`config.mk`:
```
export PLATFORM = sky130hd
export DESIGN_NAME = lss_status_subpanel
export DESIGN_NICKNAME = d
export VERILOG_FILES = /design/src/lss_pkg.sv /design/src/lss_bias_counter.sv /design/src/lss_subpanel_sel.sv /design/src/lss_status_subpanel.sv
export VERILOG_INCLUDE_DIRS = /design/src
export SDC_FILE = /design/constraint.sdc
export NUM_CORES = 1
export LEC_CHECK = 0
export ABC_CLOCK_PERIOD_IN_PS = 4400
export BUFFER_PORTS_ARGS = -buffer_cell sky130_fd_sc_hd__buf_2
export CAP_MARGIN = 20
export CORE_ASPECT_RATIO = 1.2
export CORE_MARGIN = 4
export CORE_UTILIZATION = 50
export CTS_BUF_LIST = sky130_fd_sc_hd__clkbuf_4
export CTS_CLUSTER_DIAMETER = 80
export DETAILED_ROUTE_END_ITERATION = 10
export HOLD_SLACK_MARGIN = 0.15
export PLACE_DENSITY = 0.81
export SYNTH_ARGS = -nofsm -noshare
export SYNTH_HDL_FRONTEND = slang
export SYNTH_SLANG_ARGS = --single-unit
```
`constraint.sdc`:
```
create_clock -name core_clk -period 4.4 [get_ports core_clk]
set_clock_uncertainty 0.15 [all_clocks]
set_input_delay 0.22 -clock core_clk [delete_from_list [all_inputs] [get_ports core_clk]]
set_output_delay 0.22 -clock core_clk [all_outputs]
set_load 0.02 [all_outputs]
```
`src/lss_defs.svh`:
```
/*
 * Offsets, bit positions, codes and reset values of the LCD status and
 * subpanel block. Assumes a byte address on a 32-bit register port.
 */
`ifndef LSS_DEFS_SVH
`define LSS_DEFS_SVH

`define LSS_CTRL_OFS 8'h00
`define LSS_TIMING2_OFS 8'h08
`define LSS_STATUS_OFS 8'h0c
`define LSS_DISP_OFS 8'h10
`define LSS_SUBPANEL_OFS 8'h14
`define LSS_LINE_INT_OFS 8'h18

`define LSS_CTRL_ON 0
`define LSS_CTRL_FRAME_UNMASK 1
`define LSS_CTRL_LINE_PIN_MASK 2
`define LSS_CTRL_LINE_SHARED_MASK 3
`define LSS_CTRL_LINE_CLR_SEL 4
`define LSS_CTRL_BIAS_UNMASK 5
`define LSS_CTRL_UNDERRUN_UNMASK 6
`define LSS_CTRL_SYNC_UNMASK 7
`define LSS_CTRL_PALETTE_UNMASK 8
`define LSS_CTRL_PLM_LO 20
`define LSS_CTRL_PLM_HI 21

`define LSS_T2_BIAS_LO 0

`define LSS_ST_DONE 0
`define LSS_ST_FRAME_END 1
`define LSS_ST_SYNC 2
`define LSS_ST_BIAS 3
`define LSS_ST_LINE 4
`define LSS_ST_UNDERRUN 5
`define LSS_ST_PALETTE 6

`define LSS_SP_ON 31
`define LSS_SP_ABOVE 29
`define LSS_SP_THR_HI 25
`define LSS_SP_THR_LO 16
`define LSS_SP_FILL_HI 15
`define LSS_SP_FILL_LO 0

`define LSS_PLM_BOTH 2'h0
`define LSS_PLM_PALETTE 2'h1
`define LSS_PLM_DATA 2'h2

`define LSS_SUBPANEL_RST 32'h0000_0000
`define LSS_LINE_INT_RST 10'h000

`endif

```
`src/lss_pkg.sv`:
```
/*
 * Shared types of the LCD status and subpanel block.
 * Assumes lss_defs.svh sits in the same folder.
 */
package lss_pkg;
    typedef logic [9:0] lss_line_t;
    typedef logic [15:0] lss_pix_t;
    typedef logic [31:0] lss_word_t;
    typedef logic [7:0] lss_addr_t;
    typedef logic [1:0] lss_plm_t;
endpackage

```
`src/lss_bias_counter.sv`:
```
/*
 * Down counter of ac-bias reversals between two bias-count events.
 * Assumes the toggle pulse and the hold level come from core_clk logic.
 */
`timescale 1ns/1ps
module lss_bias_counter import lss_pkg::*; #(
    parameter int W = 8
) (
    input wire logic core_clk,
    input wire logic rst_b,
    input wire logic [W-1:0] load_value,
    input wire logic toggle,
    input wire logic hold,
    output logic hit,
    output logic [W-1:0] count
);
    // A zero field disables counting altogether
    assign hit = toggle && !hold && (load_value != '0) &&
                 (count == W'(1));

    always_ff @(posedge core_clk or negedge rst_b) begin
        if (!rst_b) begin
            count <= '0;
        end else if (load_value == '0) begin
            count <= '0;
        end else if (count == '0 || hit) begin
            count <= load_value;
        end else if (toggle && !hold) begin
            count <= count - W'(1);
        end
    end
endmodule

```
`src/lss_subpanel_sel.sv`:
```
/*
 * Decides whether the current line shows frame-buffer video or fill.
 * Assumes line 0 is the bottom line of the panel.
 */
`timescale 1ns/1ps
module lss_subpanel_sel import lss_pkg::*; (
    input wire logic on,
    input wire logic above,
    input wire lss_line_t threshold,
    input wire lss_line_t lines_per_panel,
    input wire lss_line_t line,
    output logic show_video
);
    always_comb begin
        if (!on) begin
            show_video = 1'b1;
        end else if (threshold > lines_per_panel) begin
            show_video = !above;
        end else if (above) begin
            // Threshold line itself is fill here
            show_video = line > threshold;
        end else begin
            show_video = line <= threshold;
        end
    end
endmodule

```
`src/lss_status_subpanel.sv`:
```
/*
 * Status flags, interrupt gating and subpanel pixel selection of an LCD
 * controller. Assumes every event input is a one-cycle pulse from logic
 * on core_clk, and that the register port master never needs a wait.
 */
`timescale 1ns/1ps
`include "lss_defs.svh"
module lss_status_subpanel import lss_pkg::*; #(
    parameter int BIAS_W = 8
) (
    input wire logic core_clk,
    input wire logic rst_b,
    input wire lss_addr_t reg_addr,
    input wire lss_word_t reg_wdata,
    input wire logic reg_wr,
    input wire logic reg_rd,
    output lss_word_t reg_rdata,
    input wire logic frame_end,
    input wire logic sync_bad,
    input wire logic bias_toggle,
    input wire logic line_start,
    input wire logic line_end,
    input wire lss_line_t current_line,
    input wire lss_line_t lines_per_panel,
    input wire logic fifo_empty,
    input wire logic pix_take,
    input wire logic palette_done,
    input wire lss_pix_t video_pixel,
    output lss_pix_t pixel_out,
    output logic dma_fetch_en,
    output logic fifo_reset,
    output logic controller_on,
    output logic irq_b,
    output logic line_irq_b
);
    logic frame_end_unmask, line_irq_mask, line_nirq_mask, line_clr_sel;
    logic bias_unmask, underrun_unmask, sync_unmask, palette_unmask;
    lss_plm_t palette_load_mode;
    logic [BIAS_W-1:0] bias_toggles_per_irq;
    logic subpanel_on;
    logic video_above_threshold;
    lss_line_t subpanel_threshold_line;
    lss_pix_t fill_pixel_value;
    lss_line_t line_int_number;
    logic frame_done_flag, frame_end_flag, sync_lost_flag, bias_count_flag;
    logic line_hit_flag, fifo_underrun_flag, palette_loaded_flag;
    logic wr_ctrl, wr_stat, off_pulse, on_pulse;
    logic bias_hit;
    logic [BIAS_W-1:0] bias_count;
    logic show_video;
    logic line_match;
    logic underrun_ev;
    logic shared_any;
    lss_word_t status_word;
    lss_word_t ctrl_word;
    lss_word_t next_rdata;

    assign wr_ctrl = reg_wr && (reg_addr == `LSS_CTRL_OFS);
    assign wr_stat = reg_wr && (reg_addr == `LSS_STATUS_OFS);
    assign off_pulse = wr_ctrl && controller_on && !reg_wdata[`LSS_CTRL_ON];
    assign on_pulse = wr_ctrl && !controller_on && reg_wdata[`LSS_CTRL_ON];
    assign line_match = current_line == line_int_number;
    assign underrun_ev = controller_on && pix_take && fifo_empty;

    // Control register
    always_ff @(posedge core_clk or negedge rst_b) begin
        if (!rst_b) begin
            controller_on <= 1'b0;
            frame_end_unmask <= 1'b0;
            line_irq_mask <= 1'b0;
            line_nirq_mask <= 1'b0;
            line_clr_sel <= 1'b0;
            bias_unmask <= 1'b0;
            underrun_unmask <= 1'b0;
            sync_unmask <= 1'b0;
            palette_unmask <= 1'b0;
            palette_load_mode <= `LSS_PLM_BOTH;
        end else if (wr_ctrl) begin
            controller_on <= reg_wdata[`LSS_CTRL_ON];
            frame_end_unmask <= reg_wdata[`LSS_CTRL_FRAME_UNMASK];
            line_irq_mask <= reg_wdata[`LSS_CTRL_LINE_PIN_MASK];
            line_nirq_mask <= reg_wdata[`LSS_CTRL_LINE_SHARED_MASK];
            line_clr_sel <= reg_wdata[`LSS_CTRL_LINE_CLR_SEL];
            bias_unmask <= reg_wdata[`LSS_CTRL_BIAS_UNMASK];
            underrun_unmask <= reg_wdata[`LSS_CTRL_UNDERRUN_UNMASK];
            sync_unmask <= reg_wdata[`LSS_CTRL_SYNC_UNMASK];
            palette_unmask <= reg_wdata[`LSS_CTRL_PALETTE_UNMASK];
            palette_load_mode <= reg_wdata[`LSS_CTRL_PLM_HI:`LSS_CTRL_PLM_LO];
        end
    end

    // Timing, subpanel and line-number registers
    always_ff @(posedge core_clk or negedge rst_b) begin
        if (!rst_b) begin
            bias_toggles_per_irq <= '0;
            subpanel_on <= 1'b0;
            video_above_threshold <= 1'b0;
            subpanel_threshold_line <= '0;
            fill_pixel_value <= '0;
            line_int_number <= `LSS_LINE_INT_RST;
        end else if (reg_wr) begin
            if (reg_addr == `LSS_TIMING2_OFS) begin
                bias_toggles_per_irq <=
                    reg_wdata[`LSS_T2_BIAS_LO +: BIAS_W];
            end
            if (reg_addr == `LSS_SUBPANEL_OFS) begin
                subpanel_on <= reg_wdata[`LSS_SP_ON];
                video_above_threshold <= reg_wdata[`LSS_SP_ABOVE];
                subpanel_threshold_line <=
                    reg_wdata[`LSS_SP_THR_HI:`LSS_SP_THR_LO];
                fill_pixel_value <=
                    reg_wdata[`LSS_SP_FILL_HI:`LSS_SP_FILL_LO];
            end
            if (reg_addr == `LSS_LINE_INT_OFS) begin
                line_int_number <= reg_wdata[9:0];
            end
        end
    end

    // Frame done: set on any frame end while the controller is off, also before a first enable
    always_ff @(posedge core_clk or negedge rst_b) begin
        if (!rst_b) begin
            frame_done_flag <= 1'b0;
        end else if (frame_end && !controller_on) begin
            frame_done_flag <= 1'b1;
        end else if (on_pulse) begin
            frame_done_flag <= 1'b0;
        end
    end

    // Set is tested first so a coinciding clear write never loses it
    always_ff @(posedge core_clk or negedge rst_b) begin
        if (!rst_b) begin
            frame_end_flag <= 1'b0;
        end else if (frame_end) begin
            frame_end_flag <= 1'b1;
        end else if (wr_stat && !reg_wdata[`LSS_ST_FRAME_END]) begin
            frame_end_flag <= 1'b0;
        end
    end

    always_ff @(posedge core_clk or negedge rst_b) begin
        if (!rst_b) begin
            sync_lost_flag <= 1'b0;
        end else if (controller_on && sync_bad) begin
            sync_lost_flag <= 1'b1;
        end else if (off_pulse) begin
            sync_lost_flag <= 1'b0;
        end
    end

    always_ff @(posedge core_clk or negedge rst_b) begin
        if (!rst_b) begin
            fifo_underrun_flag <= 1'b0;
        end else if (underrun_ev) begin
            fifo_underrun_flag <= 1'b1;
        end else if (off_pulse) begin
            fifo_underrun_flag <= 1'b0;
        end
    end

    // Turning the controller off flushes the DMA input FIFO
    always_ff @(posedge core_clk or negedge rst_b) begin
        if (!rst_b) begin
            fifo_reset <= 1'b0;
        end else begin
            fifo_reset <= off_pulse;
        end
    end

    lss_bias_counter #(
        .W(BIAS_W)
    ) u_bias (
        .core_clk(core_clk),
        .rst_b(rst_b),
        .load_value(bias_toggles_per_irq),
        .toggle(bias_toggle),
        .hold(bias_count_flag),
        .hit(bias_hit),
        .count(bias_count)
    );

    always_ff @(posedge core_clk or negedge rst_b) begin
        if (!rst_b) begin
            bias_count_flag <= 1'b0;
        end else if (bias_hit) begin
            bias_count_flag <= 1'b1;
        end else if (wr_stat && !reg_wdata[`LSS_ST_BIAS]) begin
            bias_count_flag <= 1'b0;
        end
    end

    // Auto clear only ends the matching line, not any line
    always_ff @(posedge core_clk or negedge rst_b) begin
        if (!rst_b) begin
            line_hit_flag <= 1'b0;
        end else if (line_start && line_match) begin
            line_hit_flag <= 1'b1;
        end else if (line_clr_sel && line_end && line_match) begin
            line_hit_flag <= 1'b0;
        end else if (!line_clr_sel && wr_stat &&
                     !reg_wdata[`LSS_ST_LINE]) begin
            line_hit_flag <= 1'b0;
        end
    end

    // Mode 11 is undefined; it is handled like the write-clear modes
    always_ff @(posedge core_clk or negedge rst_b) begin
        if (!rst_b) begin
            palette_loaded_flag <= 1'b0;
        end else if (palette_done) begin
            palette_loaded_flag <= 1'b1;
        end else if (palette_load_mode == `LSS_PLM_PALETTE) begin
            if (off_pulse) begin
                palette_loaded_flag <= 1'b0;
            end
        end else if (wr_stat && !reg_wdata[`LSS_ST_PALETTE]) begin
            palette_loaded_flag <= 1'b0;
        end
    end

    assign shared_any =
        (frame_end_flag && frame_end_unmask) ||
        (line_hit_flag && line_nirq_mask) ||
        (bias_count_flag && bias_unmask) ||
        (fifo_underrun_flag && underrun_unmask) ||
        (sync_lost_flag && sync_unmask) ||
        (palette_loaded_flag && palette_unmask);

    always_ff @(posedge core_clk or negedge rst_b) begin
        if (!rst_b) begin
            irq_b <= 1'b1;
            line_irq_b <= 1'b1;
        end else begin
            irq_b <= !shared_any;
            line_irq_b <= !(line_hit_flag && line_irq_mask);
        end
    end

    lss_subpanel_sel u_sel (
        .on(subpanel_on),
        .above(video_above_threshold),
        .threshold(subpanel_threshold_line),
        .lines_per_panel(lines_per_panel),
        .line(current_line),
        .show_video(show_video)
    );

    // Fill lines need no frame-buffer data, so fetching stops there
    always_ff @(posedge core_clk or negedge rst_b) begin
        if (!rst_b) begin
            pixel_out <= '0;
            dma_fetch_en <= 1'b0;
        end else begin
            pixel_out <= show_video ? video_pixel : fill_pixel_value;
            dma_fetch_en <= controller_on && show_video;
        end
    end

    assign status_word = {25'h0, palette_loaded_flag, fifo_underrun_flag,
                          line_hit_flag, bias_count_flag, sync_lost_flag,
                          frame_end_flag, frame_done_flag};

    always_comb begin
        ctrl_word = '0;
        ctrl_word[`LSS_CTRL_ON] = controller_on;
        ctrl_word[`LSS_CTRL_FRAME_UNMASK] = frame_end_unmask;
        ctrl_word[`LSS_CTRL_LINE_PIN_MASK] = line_irq_mask;
        ctrl_word[`LSS_CTRL_LINE_SHARED_MASK] = line_nirq_mask;
        ctrl_word[`LSS_CTRL_LINE_CLR_SEL] = line_clr_sel;
        ctrl_word[`LSS_CTRL_BIAS_UNMASK] = bias_unmask;
        ctrl_word[`LSS_CTRL_UNDERRUN_UNMASK] = underrun_unmask;
        ctrl_word[`LSS_CTRL_SYNC_UNMASK] = sync_unmask;
        ctrl_word[`LSS_CTRL_PALETTE_UNMASK] = palette_unmask;
        ctrl_word[`LSS_CTRL_PLM_HI:`LSS_CTRL_PLM_LO] = palette_load_mode;
    end

    // Unmapped offsets and reserved bits read as zero
    always_comb begin
        next_rdata = '0;
        unique case (reg_addr)
            `LSS_CTRL_OFS: next_rdata = ctrl_word;
            `LSS_TIMING2_OFS: next_rdata[`LSS_T2_BIAS_LO +: BIAS_W] =
                bias_toggles_per_irq;
            `LSS_STATUS_OFS: next_rdata = status_word;
            `LSS_DISP_OFS: next_rdata[9:0] = current_line;
            `LSS_SUBPANEL_OFS: begin
                next_rdata[`LSS_SP_ON] = subpanel_on;
                next_rdata[`LSS_SP_ABOVE] = video_above_threshold;
                next_rdata[`LSS_SP_THR_HI:`LSS_SP_THR_LO] =
                    subpanel_threshold_line;
                next_rdata[`LSS_SP_FILL_HI:`LSS_SP_FILL_LO] =
                    fill_pixel_value;
            end
            `LSS_LINE_INT_OFS: next_rdata[9:0] = line_int_number;
            default: next_rdata = '0;
        endcase
    end

    always_ff @(posedge core_clk or negedge rst_b) begin
        if (!rst_b) begin
            reg_rdata <= '0;
        end else if (reg_rd) begin
            reg_rdata <= next_rdata;
        end else begin
            reg_rdata <= '0;
        end
    end
endmodule

```
# Word-level counts from Yosys, hierarchy flattened
# Cells that the tools add are included.
# Widths: inputs -> output; s select.
[classes] addsub=1 mul=0 div=0 order_cmp=3 n_eq_ne=9 n_shift=0 mux=28 bitwise=0 n_reduce_logical=62
[ops] op="$pmux 8 s6" n=1
[ops] op="$mux 32" n=1
[ops] op="$pmux 16 s2" n=1
[ops] op="$logic_and 1x1->1" n=29
[ops] op="$eq 8x5->1 const B" n=3
[ops] op="$logic_not 8->1" n=3
[ops] op="$mux 8" n=3
[ops] op="$gt 10x10->1" n=2
[ops] op="$mux 1" n=20
[ops] op="$eq 8x4->1 const B" n=2
[ops] op="$mux 16" n=1
[ops] op="$logic_not 1->1" n=11
[ops] op="$eq 10x10->1" n=1
[ops] op="$le 10x10->1" n=1
[ops] op="$reduce_bool 2->1" n=5
[ops] op="$reduce_bool 3->1" n=3
[ops] op="$eq 8x1->1 const B" n=1
[ops] op="$pmux 2 s4" n=1
[ops] op="$reduce_and 2->1" n=4
[ops] op="$reduce_bool 8->1" n=1
[ops] op="$sub 8x1->8 const B" n=1
[ops] op="$logic_or 1x1->1" n=6
[ops] op="$ne 3x3->1 const B" n=1
[ops] op="$eq 2x1->1 const B" n=1
[word_totals] reg_bits=124 latchBits=0 ram_bits=0 romBits=0 input_bits=88 memories=0

# Depth between registers and ports, before layout
[logic_depth] ltp_word=7 mapped_depth=9 mapped_depth_nobuf=8

# By module
# From an unflattened synthesis, not the netlist that was laid out.
[hier_totals] cells_unflattened=514 hier_area_um2=6052.1
[by_module_without_submodules] mod="lss_status_subpanel" instances=1 cells_per_inst=352 area_per_inst_um2=4820.9 seq_area_each_um2=2805.2
[by_module_without_submodules] mod="lss_bias_counter" instances=1 cells_per_inst=86 area_per_inst_um2=690.7 seq_area_each_um2=200.2
[by_module_without_submodules] mod="lss_subpanel_sel" instances=1 cells_per_inst=76 area_per_inst_um2=540.5 seq_area_each_um2=0.0

# Least setup slack after synthesis
# No wires, ideal clock.
[synth_path] path_kind="reg-to-reg" start="register subpanel_threshold_line[5]" end="register pixel_out[10]" setup_time_ns=0.125 arrival_ns=2.249 path_slack_ns=1.875 stages_incl_launch_ff=9 n_path_buf=1 cell_sequence="dfrtp_1 -> ha_1 -> a21oi_2 -> o21ai_1 -> a2111oi_2 -> o221ai_2 -> mux2i_4 -> buf_12 -> mux2_4"
[synth_between] elab_chain_cells=5 elab_cells_between_ends=7 classes_between="order compare: 3; mux: 4"
[synth_rtl] element="from (decl)" line_no="lss_status_subpanel.sv:42" text="lss_line_t subpanel_threshold_line;"
[synth_rtl] element="from (signal assigned)" line_no="lss_status_subpanel.sv:109" text="subpanel_threshold_line <="
[synth_rtl] element="$le 10x10->1 or $gt 10x10->1 (tied branches)" line_no="lss_subpanel_sel.sv:23, lss_subpanel_sel.sv:21"
[synth_rtl] element="$mux 1" line_no="lss_subpanel_sel.sv:19" text="end else if (above) begin"
[synth_rtl] element="$mux 1 *" line_no="lss_subpanel_sel.sv:17" text="end else if (threshold > lines_per_panel) begin"
[synth_rtl] element="$mux 1 *" line_no="lss_subpanel_sel.sv:15" text="if (!on) begin"
[synth_rtl] element="$mux 16 *" line_no="lss_status_subpanel.sv:255" text="pixel_out <= show_video ? video_pixel : fill_pixel_value;"
[synth_rtl] element="to (signal assigned)" line_no="lss_status_subpanel.sv:255"
[synth_rtl] element="to (decl)" line_no="lss_status_subpanel.sv:29" text="output lss_pix_t pixel_out,"
# Every way passes the cells marked *; elsewhere a longest branch is shown, timed or not.
# A chain may end at the register's enable or synchronous reset.

# Worst setup path after layout
[layout_path] start="register subpanel_threshold_line[5]" end="register pixel_out[15]"
# Same word-level chain as after synthesis.

==> run metrics <==
run status=completed; final setup fails=0; detailed router's first-iteration violation count=267; sequential cell area=3010 sq um; synthesized area=5750 sq um; # fillers=839; Post-synth EDFFs=0; crit-path max cell delay=0.75 ns; hold slack=0.181 ns; final hold vios=0; Post-synth top flop=dfrtp_1; sequential area share after synthesis=52.3%; worst path bufs/invs=0; post-synth top area cell=dfrtp_1; CP top delay family=multiplexers; RSZ-0062 raised after global routing=no; DRC viols=0; routed length per instance=18.1 um; CTS Buf Count=17; fin nets=793; post-synth top area share=51.4%; yosys warns=0; DR vias=4,560; first-pass detailed-route iteration total=5; Syn Inst Count=476; Overall Global Routing Usage=23.8%; die area=13,300 sq um; Least-Margin Pin Slew=0.892 ns; commonest non-fill, non-tap cell in the layout=buf_2; ANT cells=0; CP Launch Type=flop; GR Overflow Total=0; CTS H-tree depth=4; Chip Width=106 um; detailed placer's ending HPWL=10,500 um; worst min-delay path class=in2reg; IO Count=141; Max-Cap Viols=0; CP arrival=3.35 ns; Final min period=3.11 ns; Seq cells post-synth=120; Final Cycle Share=70.8%; worst-case clock buffer depth=2; CP cell instances=ha_1 > a21oi_2 > o21ai_1 > a2111oi_2 > o221ai_2 > mux2i_4 > mux2_2; PortBufs=132; WL final=15,300 um; Worst Setup End Kind=flop; number of global-route vias before repair=4,946; Power Density=335 nW/um^2; Area Growth Syn to Fin=30.3%; fraction of layout cells with a size suffix above 1=36.5%; peak supply drop=0.189 mV; Synth area leaders=dfrtp_1, mux2_2, ha_1; footprint of the multi-input gates=2540 sq um; post-CTS resize count=0; Mapped Avg Cell Area=12.1 sq um; Critical Path RT=4.64 ns; pin count of the biggest net entering global routing=72; antenna-violating nets left=0; total clock sinks=120; clock root cell=clkbuf_4; vias per cell=5.37; crit-path max FO=17; Die Ht=125 um; critical path's slowest cell=mux2i_4; worst skew pair latency=0.51 ns; setup tns final=0 ns; Max Fclk=321 MHz; CTS tree=yes; initial antenna violation count=0; first-pass GRT wire length=24,800 um; Distinct cells, synth=53; core area=11,100 sq um; # rows=42; Pleak=3.79 nW; max_slew headroom=39.2%; clock slew seen by the registers of the worst setup and hold paths=0.11 ns; initial core utilization=51.6%; WS Path Type=reg2reg; Final Max Slew Viols=0; asr flop ratio synth=100%; commonest non-fill, non-tap cells in the layout=buf_2, dfrtp_1, dlygate4sd3_1; Final Wtd Congestion=0.824
-- synthesized netlist by cell type, types with 8 or more instances --
cell type	count
nor2b_1	8
xnor2_1	9
o21ai_0	10
nor2_1	26
mux2i_1	16
a21oi_1	11
dfrtp_1	118
inv_1	31
a21boi_0	9
and3_1	17
mux2_2	63
mux2_4	9
a221oi_1	9
a22oi_1	10
nand2_1	23
clkbuf_1	13
ha_1	23
-- final timing paths --
kind / start / endpoint / slack [ns] / cells after the start
min in group asynchronous: rst_b / bias_toggles_per_irq[0] / 0.21 / 3
max in group asynchronous: rst_b / reg_rdata[11] / 3.24 / 3
setup / recovery: subpanel_threshold_line[5] / pixel_out[15] / 1.29 / 7
setup reg to reg: subpanel_threshold_line[5] / pixel_out[15] / 1.29 / 7
hold / removal: current_line[7] / reg_rdata[7] / 0.18 / 5
hold reg to reg: line_irq_mask / line_irq_b / 0.30 / 1
-- metrics by stage --
step | std cells | area (sq um) | setup slack [ns] | util (%) | total power [mW]
floorplan | 479 | 5760 | 1.88 | - | 1.55
finish | 849 | 7490 | 1.29 | 67.3 | 2.51
CTS | 849 | 7490 | 1.23 | 67.3 | 2.52
global placement | 750 | 6550 | 1.39 | 58.8 | 1.68
global route | 849 | 7490 | 1.19 | 67.3 | 2.64
detailed placement | 750 | 6550 | 1.32 | 58.8 | 1.71
-- per-layer routing --
metal / track usage, % / routed length, um
met1: 27.5 / 5720
met2: 42.6 / 8270
met3: 4.79 / 913
met5: 0 / 0
met4: 9.91 / 424
-- cell families after synthesis --
group,after synthesis,synth area share [%]
flip-flops,120,52.3
XOR/XNOR,12,1.83
other,1,0.0652
AO/OA/AOI/OAI,74,9.42
buffers and inverters,50,3.81
adder cells (fa/ha/maj),23,5.01
multiplexers,89,17.9
AND/OR/NAND/NOR,107,9.73
-- sequential cells by signal, summed over array words and instances, names as in the netlist, 2 cells and up --
register                 flops
line_int_number             10
subpanel_threshold_line     10
fill_pixel_value            16
bias_toggles_per_irq         8
u_bias.count                 8
reg_rdata                   28
palette_load_mode            2
pixel_out                   16
-- timing repair --
item | CTS | global route
setup buffers | 0 | 0
endpoints found under the setup margin | 0 | 0
hold buffers | 67 | 0
endpoints found under the hold margin | 228 | 0
-- final cells by class --
cell class              instances  area share (%)
clock buffers                  19            1.90
clock inverters                13            1.75
inverters                      31            1.55
multi-input cells             309            33.9
flip-flops and latches        120            40.1
well taps                     154            2.57
repair buffers                203            18.2
-- worst register-to-register path, stage by stage, from the launching register on --
cell       delay, ns
dfrtp_1         0.44
ha_1            0.33
a21oi_2         0.14
o21ai_1         0.09
a2111oi_2       0.45
o221ai_2        0.21
mux2i_4         0.75
mux2_2          0.43
-- report_power, final --
group / switching [mW] / internal [mW] / leakage (nW) / total, mW
clock: 0.413 / 0.344 / 0.142 / 0.757
sequential: 0.0581 / 1.16 / 1.60 / 1.22
combinational: 0.277 / 0.257 / 2.05 / 0.534
total: 0.748 / 1.76 / 3.79 / 2.51
Power figures use the tool's default switching activity.
